`src/ands_consts.svh`:
```
/*
 * Constants for the AND and bit-modify execution datapath: opcode fields,
 * register addresses and reset values.
 * Assumes 12-bit instruction words and an 8-bit, 32-entry file register space.
 */
`ifndef ANDS_CONSTS_SVH
`define ANDS_CONSTS_SVH

// ==========================================================================
// Instruction fields
`define ANDS_TOP_MSB 11
`define ANDS_TOP_LSB 8
`define ANDS_PFX_LSB 6
`define ANDS_DEST_BIT 5
`define ANDS_IDX_MSB 7
`define ANDS_IDX_LSB 5
`define ANDS_ADDR_MSB 4
`define ANDS_LIT_MSB 7

// ==========================================================================
// Opcode values
`define ANDS_OPC_LIT 4'he
`define ANDS_OPC_BCLR 4'h4
`define ANDS_OPC_BSET 4'h5
`define ANDS_OPC_ANDF 6'h05

// ==========================================================================
// Special file register addresses
`define ANDS_ADDR_TIMER 5'h01
`define ANDS_ADDR_PORT 5'h06

// ==========================================================================
// Reset values
`define ANDS_ACC_RST 8'h00
`define ANDS_ADDR_RST 5'h00
`define ANDS_ZERO_RST 1'b0
`define ANDS_BYTE_ZERO 8'h00

`endif

```
`src/ands_pkg.sv`:
```
/*
 * Types shared by the AND and bit-modify datapath.
 * Assumes nothing of its surroundings.
 */
package ands_pkg;
    typedef logic [7:0] ands_byte_t;
    typedef logic [4:0] ands_addr_t;
    typedef enum logic [2:0] {
        ANDS_OP_NONE = 3'b000,
        ANDS_OP_LIT = 3'b001,
        ANDS_OP_ANDF = 3'b010,
        ANDS_OP_BCLR = 3'b011,
        ANDS_OP_BSET = 3'b100
    } ands_op_e;
endpackage

```
`src/ands_exec.sv`:
```
/*
 * Execution datapath for literal AND, accumulator-file AND, bit clear and
 * bit set, one instruction per enabled clock.
 * Assumes the core presents the file register addressed by the instruction
 * on file_rdata_in in the same cycle, and writes back from file_we_out.
 */
// What this block does
// - Literal AND: accumulator AND literal into accumulator, zero flag updated, one cycle.
// - File AND: accumulator AND addressed register, only zero flag affected, one cycle.
// - File AND destination zero writes accumulator; destination one writes the register.
// - Bit clear forces selected register bit low, flags untouched, one cycle.
// - Bit set forces selected register bit high, flags untouched, one cycle.
// - Operations reading the I/O port register use sensed pin levels.
// - Writing the timer count register clears prescaler when assigned to it.
`include "ands_consts.svh"

module ands_exec (
    input wire logic clock_in,
    input wire logic sys_rst_in,
    input wire logic ce_in,
    input wire logic instr_valid_in,
    input wire logic [11:0] instr_in,
    input wire logic [7:0] file_rdata_in,
    input wire logic [7:0] port_pins_in,
    input wire logic prescaler_on_timer_in,
    output logic [7:0] accum_out,
    output logic zero_flag_out,
    output logic file_we_out,
    output logic [4:0] file_waddr_out,
    output logic [7:0] file_wdata_out,
    output logic prescaler_clr_out
);
    // ======================================================================
    // Pin synchroniser
    ands_pkg::ands_byte_t pins_s1_reg, pins_s1_next;
    ands_pkg::ands_byte_t pins_s2_reg, pins_s2_next;

    always_comb begin
        pins_s1_next = pins_s1_reg;
        pins_s2_next = pins_s2_reg;
        if (ce_in) begin
            pins_s1_next = port_pins_in;
            pins_s2_next = pins_s1_reg;
        end
    end

    always_ff @(posedge clock_in or posedge sys_rst_in) begin
        if (sys_rst_in) begin
            pins_s1_reg <= `ANDS_BYTE_ZERO;
            pins_s2_reg <= `ANDS_BYTE_ZERO;
        end else begin
            pins_s1_reg <= pins_s1_next;
            pins_s2_reg <= pins_s2_next;
        end
    end

    // ======================================================================
    // Decode
    ands_pkg::ands_op_e op;
    ands_pkg::ands_addr_t addr;
    logic [2:0] bit_idx;
    logic dest_file;
    ands_pkg::ands_byte_t literal;

    assign addr = instr_in[`ANDS_ADDR_MSB:0];
    assign bit_idx = instr_in[`ANDS_IDX_MSB:`ANDS_IDX_LSB];
    assign dest_file = instr_in[`ANDS_DEST_BIT];
    assign literal = instr_in[`ANDS_LIT_MSB:0];

    always_comb begin
        op = ands_pkg::ANDS_OP_NONE;
        if (instr_valid_in) begin
            if (instr_in[`ANDS_TOP_MSB:`ANDS_TOP_LSB] == `ANDS_OPC_LIT) begin
                op = ands_pkg::ANDS_OP_LIT;
            end else if (instr_in[`ANDS_TOP_MSB:`ANDS_PFX_LSB] == `ANDS_OPC_ANDF) begin
                op = ands_pkg::ANDS_OP_ANDF;
            end else if (instr_in[`ANDS_TOP_MSB:`ANDS_TOP_LSB] == `ANDS_OPC_BCLR) begin
                op = ands_pkg::ANDS_OP_BCLR;
            end else if (instr_in[`ANDS_TOP_MSB:`ANDS_TOP_LSB] == `ANDS_OPC_BSET) begin
                op = ands_pkg::ANDS_OP_BSET;
            end
        end
    end

    // ======================================================================
    // Operand and results
    // The pins lag by two clocks; a pin that moves just before the read is
    // seen at its older level, which is the usual price of a safe crossing.
    ands_pkg::ands_byte_t operand;
    ands_pkg::ands_byte_t and_file_res;
    ands_pkg::ands_byte_t bit_res;

    assign operand = (addr == `ANDS_ADDR_PORT) ? pins_s2_reg : file_rdata_in;
    assign and_file_res = accum_out & operand;

    ands_bit_mod u_bit_mod (
        .data_in(operand),
        .index_in(bit_idx),
        .set_in(op == ands_pkg::ANDS_OP_BSET),
        .data_out(bit_res)
    );

    // ======================================================================
    // Architectural state
    ands_pkg::ands_byte_t accum_reg, accum_next;
    logic zero_reg, zero_next;
    logic we_reg, we_next;
    ands_pkg::ands_addr_t waddr_reg, waddr_next;
    ands_pkg::ands_byte_t wdata_reg, wdata_next;
    logic pclr_reg, pclr_next;

    always_comb begin
        accum_next = accum_reg;
        zero_next = zero_reg;
        we_next = we_reg;
        waddr_next = waddr_reg;
        wdata_next = wdata_reg;
        pclr_next = pclr_reg;
        if (ce_in) begin
            we_next = 1'b0;
            pclr_next = 1'b0;
            unique case (op)
                ands_pkg::ANDS_OP_NONE: begin
                end
                ands_pkg::ANDS_OP_LIT: begin
                    accum_next = accum_reg & literal;
                    zero_next = ((accum_reg & literal) == `ANDS_BYTE_ZERO);
                end
                ands_pkg::ANDS_OP_ANDF: begin
                    zero_next = (and_file_res == `ANDS_BYTE_ZERO);
                    if (dest_file) begin
                        we_next = 1'b1;
                        waddr_next = addr;
                        wdata_next = and_file_res;
                        pclr_next = (addr == `ANDS_ADDR_TIMER) && prescaler_on_timer_in;
                    end else begin
                        accum_next = and_file_res;
                    end
                end
                ands_pkg::ANDS_OP_BCLR, ands_pkg::ANDS_OP_BSET: begin
                    // Flags untouched by either bit operation
                    we_next = 1'b1;
                    waddr_next = addr;
                    wdata_next = bit_res;
                    pclr_next = (addr == `ANDS_ADDR_TIMER) && prescaler_on_timer_in;
                end
                default: begin
                end
            endcase
        end
    end

    always_ff @(posedge clock_in or posedge sys_rst_in) begin
        if (sys_rst_in) begin
            accum_reg <= `ANDS_ACC_RST;
            zero_reg <= `ANDS_ZERO_RST;
            we_reg <= 1'b0;
            waddr_reg <= `ANDS_ADDR_RST;
            wdata_reg <= `ANDS_BYTE_ZERO;
            pclr_reg <= 1'b0;
        end else begin
            accum_reg <= accum_next;
            zero_reg <= zero_next;
            we_reg <= we_next;
            waddr_reg <= waddr_next;
            wdata_reg <= wdata_next;
            pclr_reg <= pclr_next;
        end
    end

    assign accum_out = accum_reg;
    assign zero_flag_out = zero_reg;
    assign file_we_out = we_reg;
    assign file_waddr_out = waddr_reg;
    assign file_wdata_out = wdata_reg;
    assign prescaler_clr_out = pclr_reg;

    // ======================================================================
    // Assertions
    logic go;
    assign go = ce_in && instr_valid_in;

    a_lit_and_result: assert property (@(posedge clock_in) disable iff (sys_rst_in)
        (go && op == ands_pkg::ANDS_OP_LIT) |=> accum_out == ($past(accum_out)
            & $past(literal)) && zero_flag_out == ((accum_out) == `ANDS_BYTE_ZERO)
            && !file_we_out)
        else $error("literal AND result or zero flag wrong");

    a_file_and_zero: assert property (@(posedge clock_in) disable iff (sys_rst_in)
        (go && op == ands_pkg::ANDS_OP_ANDF) |=>
            zero_flag_out == ($past(and_file_res) == `ANDS_BYTE_ZERO))
        else $error("zero flag does not match file AND result");

    a_file_and_accum: assert property (@(posedge clock_in) disable iff (sys_rst_in)
        (go && op == ands_pkg::ANDS_OP_ANDF && !dest_file) |=>
            accum_out == ($past(accum_out) & $past(operand)) && !file_we_out)
        else $error("file AND to accumulator wrong");

    a_file_and_dest: assert property (@(posedge clock_in) disable iff (sys_rst_in)
        (go && op == ands_pkg::ANDS_OP_ANDF && dest_file) |=> file_we_out
            && file_waddr_out == $past(addr) && accum_out == $past(accum_out)
            && file_wdata_out == ($past(accum_out) & $past(operand)))
        else $error("file AND write-back wrong");

    a_bit_clear_write: assert property (@(posedge clock_in) disable iff (sys_rst_in)
        (go && op == ands_pkg::ANDS_OP_BCLR) |=> file_we_out
            && file_wdata_out == ($past(operand) & ~(8'h01 << $past(bit_idx)))
            && $stable(zero_flag_out) && $stable(accum_out))
        else $error("bit clear wrong");

    a_bit_set_write: assert property (@(posedge clock_in) disable iff (sys_rst_in)
        (go && op == ands_pkg::ANDS_OP_BSET) |=> file_we_out
            && file_wdata_out == ($past(operand) | (8'h01 << $past(bit_idx)))
            && $stable(zero_flag_out) && file_waddr_out == $past(addr))
        else $error("bit set wrong");

    a_port_uses_pins: assert property (@(posedge clock_in) disable iff (sys_rst_in)
        (go && op == ands_pkg::ANDS_OP_ANDF && dest_file && addr == `ANDS_ADDR_PORT)
            |=> file_wdata_out == ($past(accum_out) & $past(pins_s2_reg)))
        else $error("port operand not taken from pins");

    a_timer_prescale_clr: assert property (@(posedge clock_in) disable iff (sys_rst_in)
        (ce_in && $past(ce_in)) |-> prescaler_clr_out == ($past(instr_valid_in)
            && $past(prescaler_on_timer_in) && $past(addr) == `ANDS_ADDR_TIMER
            && ($past(op) == ands_pkg::ANDS_OP_BCLR || $past(op) == ands_pkg::ANDS_OP_BSET
            || ($past(op) == ands_pkg::ANDS_OP_ANDF && $past(dest_file)))))
        else $error("prescaler clear mismatch");

    a_idle_no_write: assert property (@(posedge clock_in) disable iff (sys_rst_in)
        (ce_in && !instr_valid_in) |=> !file_we_out && !prescaler_clr_out
            && $stable(accum_out))
        else $error("write without instruction");

    c_lit_zero: cover property (@(posedge clock_in) disable iff (sys_rst_in)
        go && op == ands_pkg::ANDS_OP_LIT ##1 zero_flag_out);
    c_file_dest: cover property (@(posedge clock_in) disable iff (sys_rst_in)
        go && op == ands_pkg::ANDS_OP_ANDF && dest_file);
    c_bit_ops_b2b: cover property (@(posedge clock_in) disable iff (sys_rst_in)
        go && op == ands_pkg::ANDS_OP_BSET ##1 go && op == ands_pkg::ANDS_OP_BCLR);
    c_prescale_clr: cover property (@(posedge clock_in) disable iff (sys_rst_in)
        prescaler_clr_out);
endmodule

```
`src/ands_bit_mod.sv`:
```
/*
 * Single-bit force of a byte: clears or sets the indexed bit.
 * Assumes a combinational caller; the result is registered outside.
 */
module ands_bit_mod (
    input wire logic [7:0] data_in,
    input wire logic [2:0] index_in,
    input wire logic set_in,
    output logic [7:0] data_out
);
    // ======================================================================
    // Bit force
    always_comb begin
        data_out = data_in;
        data_out[index_in] = set_in;
    end
endmodule

```
`config.mk`:
```
export PLATFORM = sky130hd
export DESIGN_NAME = ands_exec
export DESIGN_NICKNAME = d
export VERILOG_FILES = /design/src/ands_pkg.sv /design/src/ands_exec.sv /design/src/ands_bit_mod.sv
export VERILOG_INCLUDE_DIRS = /design/src
export SDC_FILE = /design/constraint.sdc
export NUM_CORES = 1
export LEC_CHECK = 0
export BUFFER_PORTS_ARGS = -buffer_cell sky130_fd_sc_hd__buf_2
export CAP_MARGIN = 30
export CORE_UTILIZATION = 45
export CTS_CLUSTER_SIZE = 25
export DETAILED_ROUTE_END_ITERATION = 6
export PLACE_DENSITY = 0.7
export SETUP_SLACK_MARGIN = 0.15
export SYNTH_ARGS = -nofsm -noshare
export SYNTH_HDL_FRONTEND = slang
export SYNTH_SLANG_ARGS = --single-unit
```
`constraint.sdc`:
```
create_clock -name clock_in -period 1.49 [get_ports clock_in]
set_clock_uncertainty 0.1 [all_clocks]
set_input_delay 0.0745 -clock clock_in [delete_from_list [all_inputs] [get_ports clock_in]]
set_output_delay 0.0745 -clock clock_in [all_outputs]
set_load 0.02 [all_outputs]
```
==> impl_metrics.csv <==
group,metric,value,unit
outcome,outcome,"finished, violations left",
outcome,failing_checks,"DRC, setup timing",
critical_path,cells_along_the_critical_path,"buf_6, or4b_4, o21ai_2, nand2_1, a31o_1, mux2_2",
sta,worst_hold_slack,59.8,ps
global_route,globalRoute.totalOverflow,0,
critical_path,slowest_stage,"or4b_4",
route,wire_length_on_met2,3010,um
route,post-route-drc-count,10,
critical_path,worst-endpoint-required,1570,ps
route,wl,6240,um
route,routed_via_density,5.96,
clock_network,tritoncts_num_sinks,40,
route,drt-initial-drc-count,209,
sta,setup_viols_final,3,
clock_network,clk_pin_slew,80,ps
critical_path,cp_data_arrival_time,1620,ps
global_route,global_route.usage.total,26.1,%
route,met3_wirelength,464,um
floorplan,placementRows,24,
synthesis,synthDominantAreaCellType,"dfrtp_1",
clock_network,clock_tree_root_buffer_cell,"clkbuf_8",
synthesis,post_synth_main_area_contributors,"dfrtp_1, mux2_2, a311oi_1, nor2_1, nand3_1",
pwr,leakage,1.48,nW
synthesis,synth_top_cell_area_share,47.3,%
worst_hold_path,timing.hold.worst.start,"instr_in[3]",
clock_network,worst_skew_pair.late_latency,290,ps
floorplan,initial_utilization,47.7,%
layout,most-common-layout-cells,"buf_2, dfrtp_1, buf_4, mux2_2, nor2_1",
global_route,grt_pass1_wl,9960,um
flow_run,cap_violations,0,
route,wl_per_cell,17.9,um
clock_network,cts_max_level,2,
synthesis,syn_area,0.00212,sq mm
critical_path,worst-path-buf-inv,1,
clock_network,cts_bufs_inserted,5,
critical_path,r2r.worst_path.cells,4,
sta,worst_slack,-48.0,ps
layout,final_common_cell,"buf_2",
sta,timing.final.max_slew_violations,0,
floorplan,die_x,70.6,um
worst_hold_path,hp-class,"primary input to register",
floorplan,die_y,70.6,um
pwr,power_density_over_cell_area,915,mW/mm^2
synthesis,synth_enable_flop_cells,0,
synthesis,synth_cell_types,53,
sta,min_period,1540,ps
worst_hold_path,hold_ep,"file_waddr_out[3]",
place,dpl_worst_slack,-390,ps
layout,antennaDiodeCount,0,
global_route,first_global_vias,2014,
layout,drive_above_1_share,52.0,%
layout,areaGrowthSynthToFinish,48.8,%
place,numPlacedInstances,324,
route,top_layer,"met4",
global_route,largest_net_degree_at_the_start_of_global_routing,41,
worst_hold_path,holdPathStages,3,
floorplan,design.die.area,0.00499,sq mm
floorplan,core-area,0.00444,sq mm
sta,timing.slew.headroom,66.7,%
synthesis,synthesis.area_per_instance,10.9,sq um
global_route,grt_antenna_before_repair,0,
sta,tightest_slew,499,ps
sta,min_period_over_period,103,%
synthesis,synth-seq-cells,40,
critical_path,timing.setup.critical_path_class,"primary input to register",
critical_path,r2r-start,"pins_s2_reg[1]",
critical_path,critical_path.reg2reg.endpoint,"file_wdata_out[1]",
synthesis,synth_fp_nets,227,
critical_path,r2r_slack,120,ps
layout,final_net_count,328,
place,place_congestion,0.934,
route,dr.pass1.iters,6,
critical_path,critPathLaunchType,"primary input",
pwr,vdd_ir_drop_max,0.680,mV
clock_network,cts_buffer_depth,2,
sta,setup_total_negative_slack,-114,ps
sta,unrepaired_setup_endpoints_after_global_routing,"true",
place,dpl.hpwl,4380,um
synthesis,syn_inst,194,
floorplan,number_of_primary_i_o_pins,57,
route,ant_nets,0,
route,via_count,2074,
place,io_buffers,56,
clock_network,cts_tree,"built",
critical_path,critPathMaxFanout,8,
synthesis,yosysSeqAreaShare,47.3,%
route,m1WireLength,2640,um
critical_path,crit_family,"simple AND/OR/NAND/NOR gates",
critical_path,end_kind,"register",
layout,layoutNonFillerInstCount,348,
sta,timing.fmax,0.650,GHz
synthesis,async_flop_share,100,%
synthesis,ys_warn_count,0,
synthesis,main_synth_ff_type,"dfrtp_1",
critical_path,critPathMaxStageDelay,650,ps
sta,finalHoldViolations,0,
cells by family (layout without fill, tap and decap cells):
kind of cell / count (synthesis) / in the layout / synth area share, %
AO/OA/AOI/OAI: 59 / 59 / 22.4
buffers and inverters: 16 / 118 / 3.49
flip-flops: 40 / 40 / 47.3
multiplexers: 25 / 25 / 13.2
AND/OR/NAND/NOR: 54 / 54 / 13.6
layout make-up:
class	instances	area [sq um]
inverters	5	18.8
clock inverters	2	38.8
fillers	356	1290
repair buffers	105	757
well taps	52	65.1
flip-flops and latches	40	1000
clock buffers	6	82.6
multi-input cells	138	1190
cell usage after synthesis (2+ instances only):
library cell,n
dfrtp_1,40
mux2_2,22
nor2_1,16
nand3_1,11
a311oi_1,8
nand2_1,8
a31oi_1,7
o21a_1,6
clkbuf_1,5
inv_1,5
o21ai_1,5
o22a_1,4
a21boi_1,3
a21o_1,3
a311o_1,3
a22oi_1,2
buf_1,2
buf_2,2
mux2_1,2
nand3b_1,2
nand4_1,2
nor2b_1,2
o21ai_0,2
o21ai_2,2
or3_1,2
worst max path at each step:
stage | startpoint | endpoint | slack (ps) | cells after the start
floorplan | instr_in[0] | zero_flag_out | -190 | 6
global placement | instr_in[0] | file_wdata_out[2] | -350 | 6
detailed placement | instr_in[0] | zero_flag_out | -390 | 6
CTS | instr_in[4] | file_wdata_out[2] | -20 | 6
global route | instr_in[4] | zero_flag_out | -100 | 6
finish | instr_in[4] | file_wdata_out[2] | -50 | 6
metrics by stage:
stage / power (mW) / instance area [sq um] / utilization (%)
3_3_place_gp: 1.88 / 2760 / 62.0
3_5_place_dp: 1.90 / 2760 / 62.0
2_1_floorplan: 1.66 / 2220 / -
4_1_cts: 2.87 / 3010 / 67.8
6_report: 2.88 / 3150 / 70.9
5_1_grt: 3.00 / 3150 / 70.9
layer usage:
layer | global-route usage, % | vias to the layer above
li1 | - | 942
met4 | 8.67 | 0
met3 | 4.84 | 11
met2 | 42.7 | 107
met5 | 0 | -
met1 | 35.4 | 1014
worst reg2reg max path: stages, from the launching register on:
cell	delay (ps)
dfrtp_1	390
nand3_1	160
nand2_1	100
a311o_1	360
o22a_1	150
where the power goes:
part	switching, mW	internal, mW	total [mW]
Sequential	0.0721	1.22	1.29
Combinational	0.334	0.327	0.661
Clock	0.389	0.548	0.936
timing repair:
item                                    4_1_cts  5_1_grt
endpoints found under the setup margin       11       19
hold endpoints to repair                     48        0
hold buffers                                  9        0
gates resized for setup                       6       16
pin swaps                                     7       13
setup buffers                                 3        3
cloned                                        0        1
No activity file was read; power rests on OpenSTA's default activity.
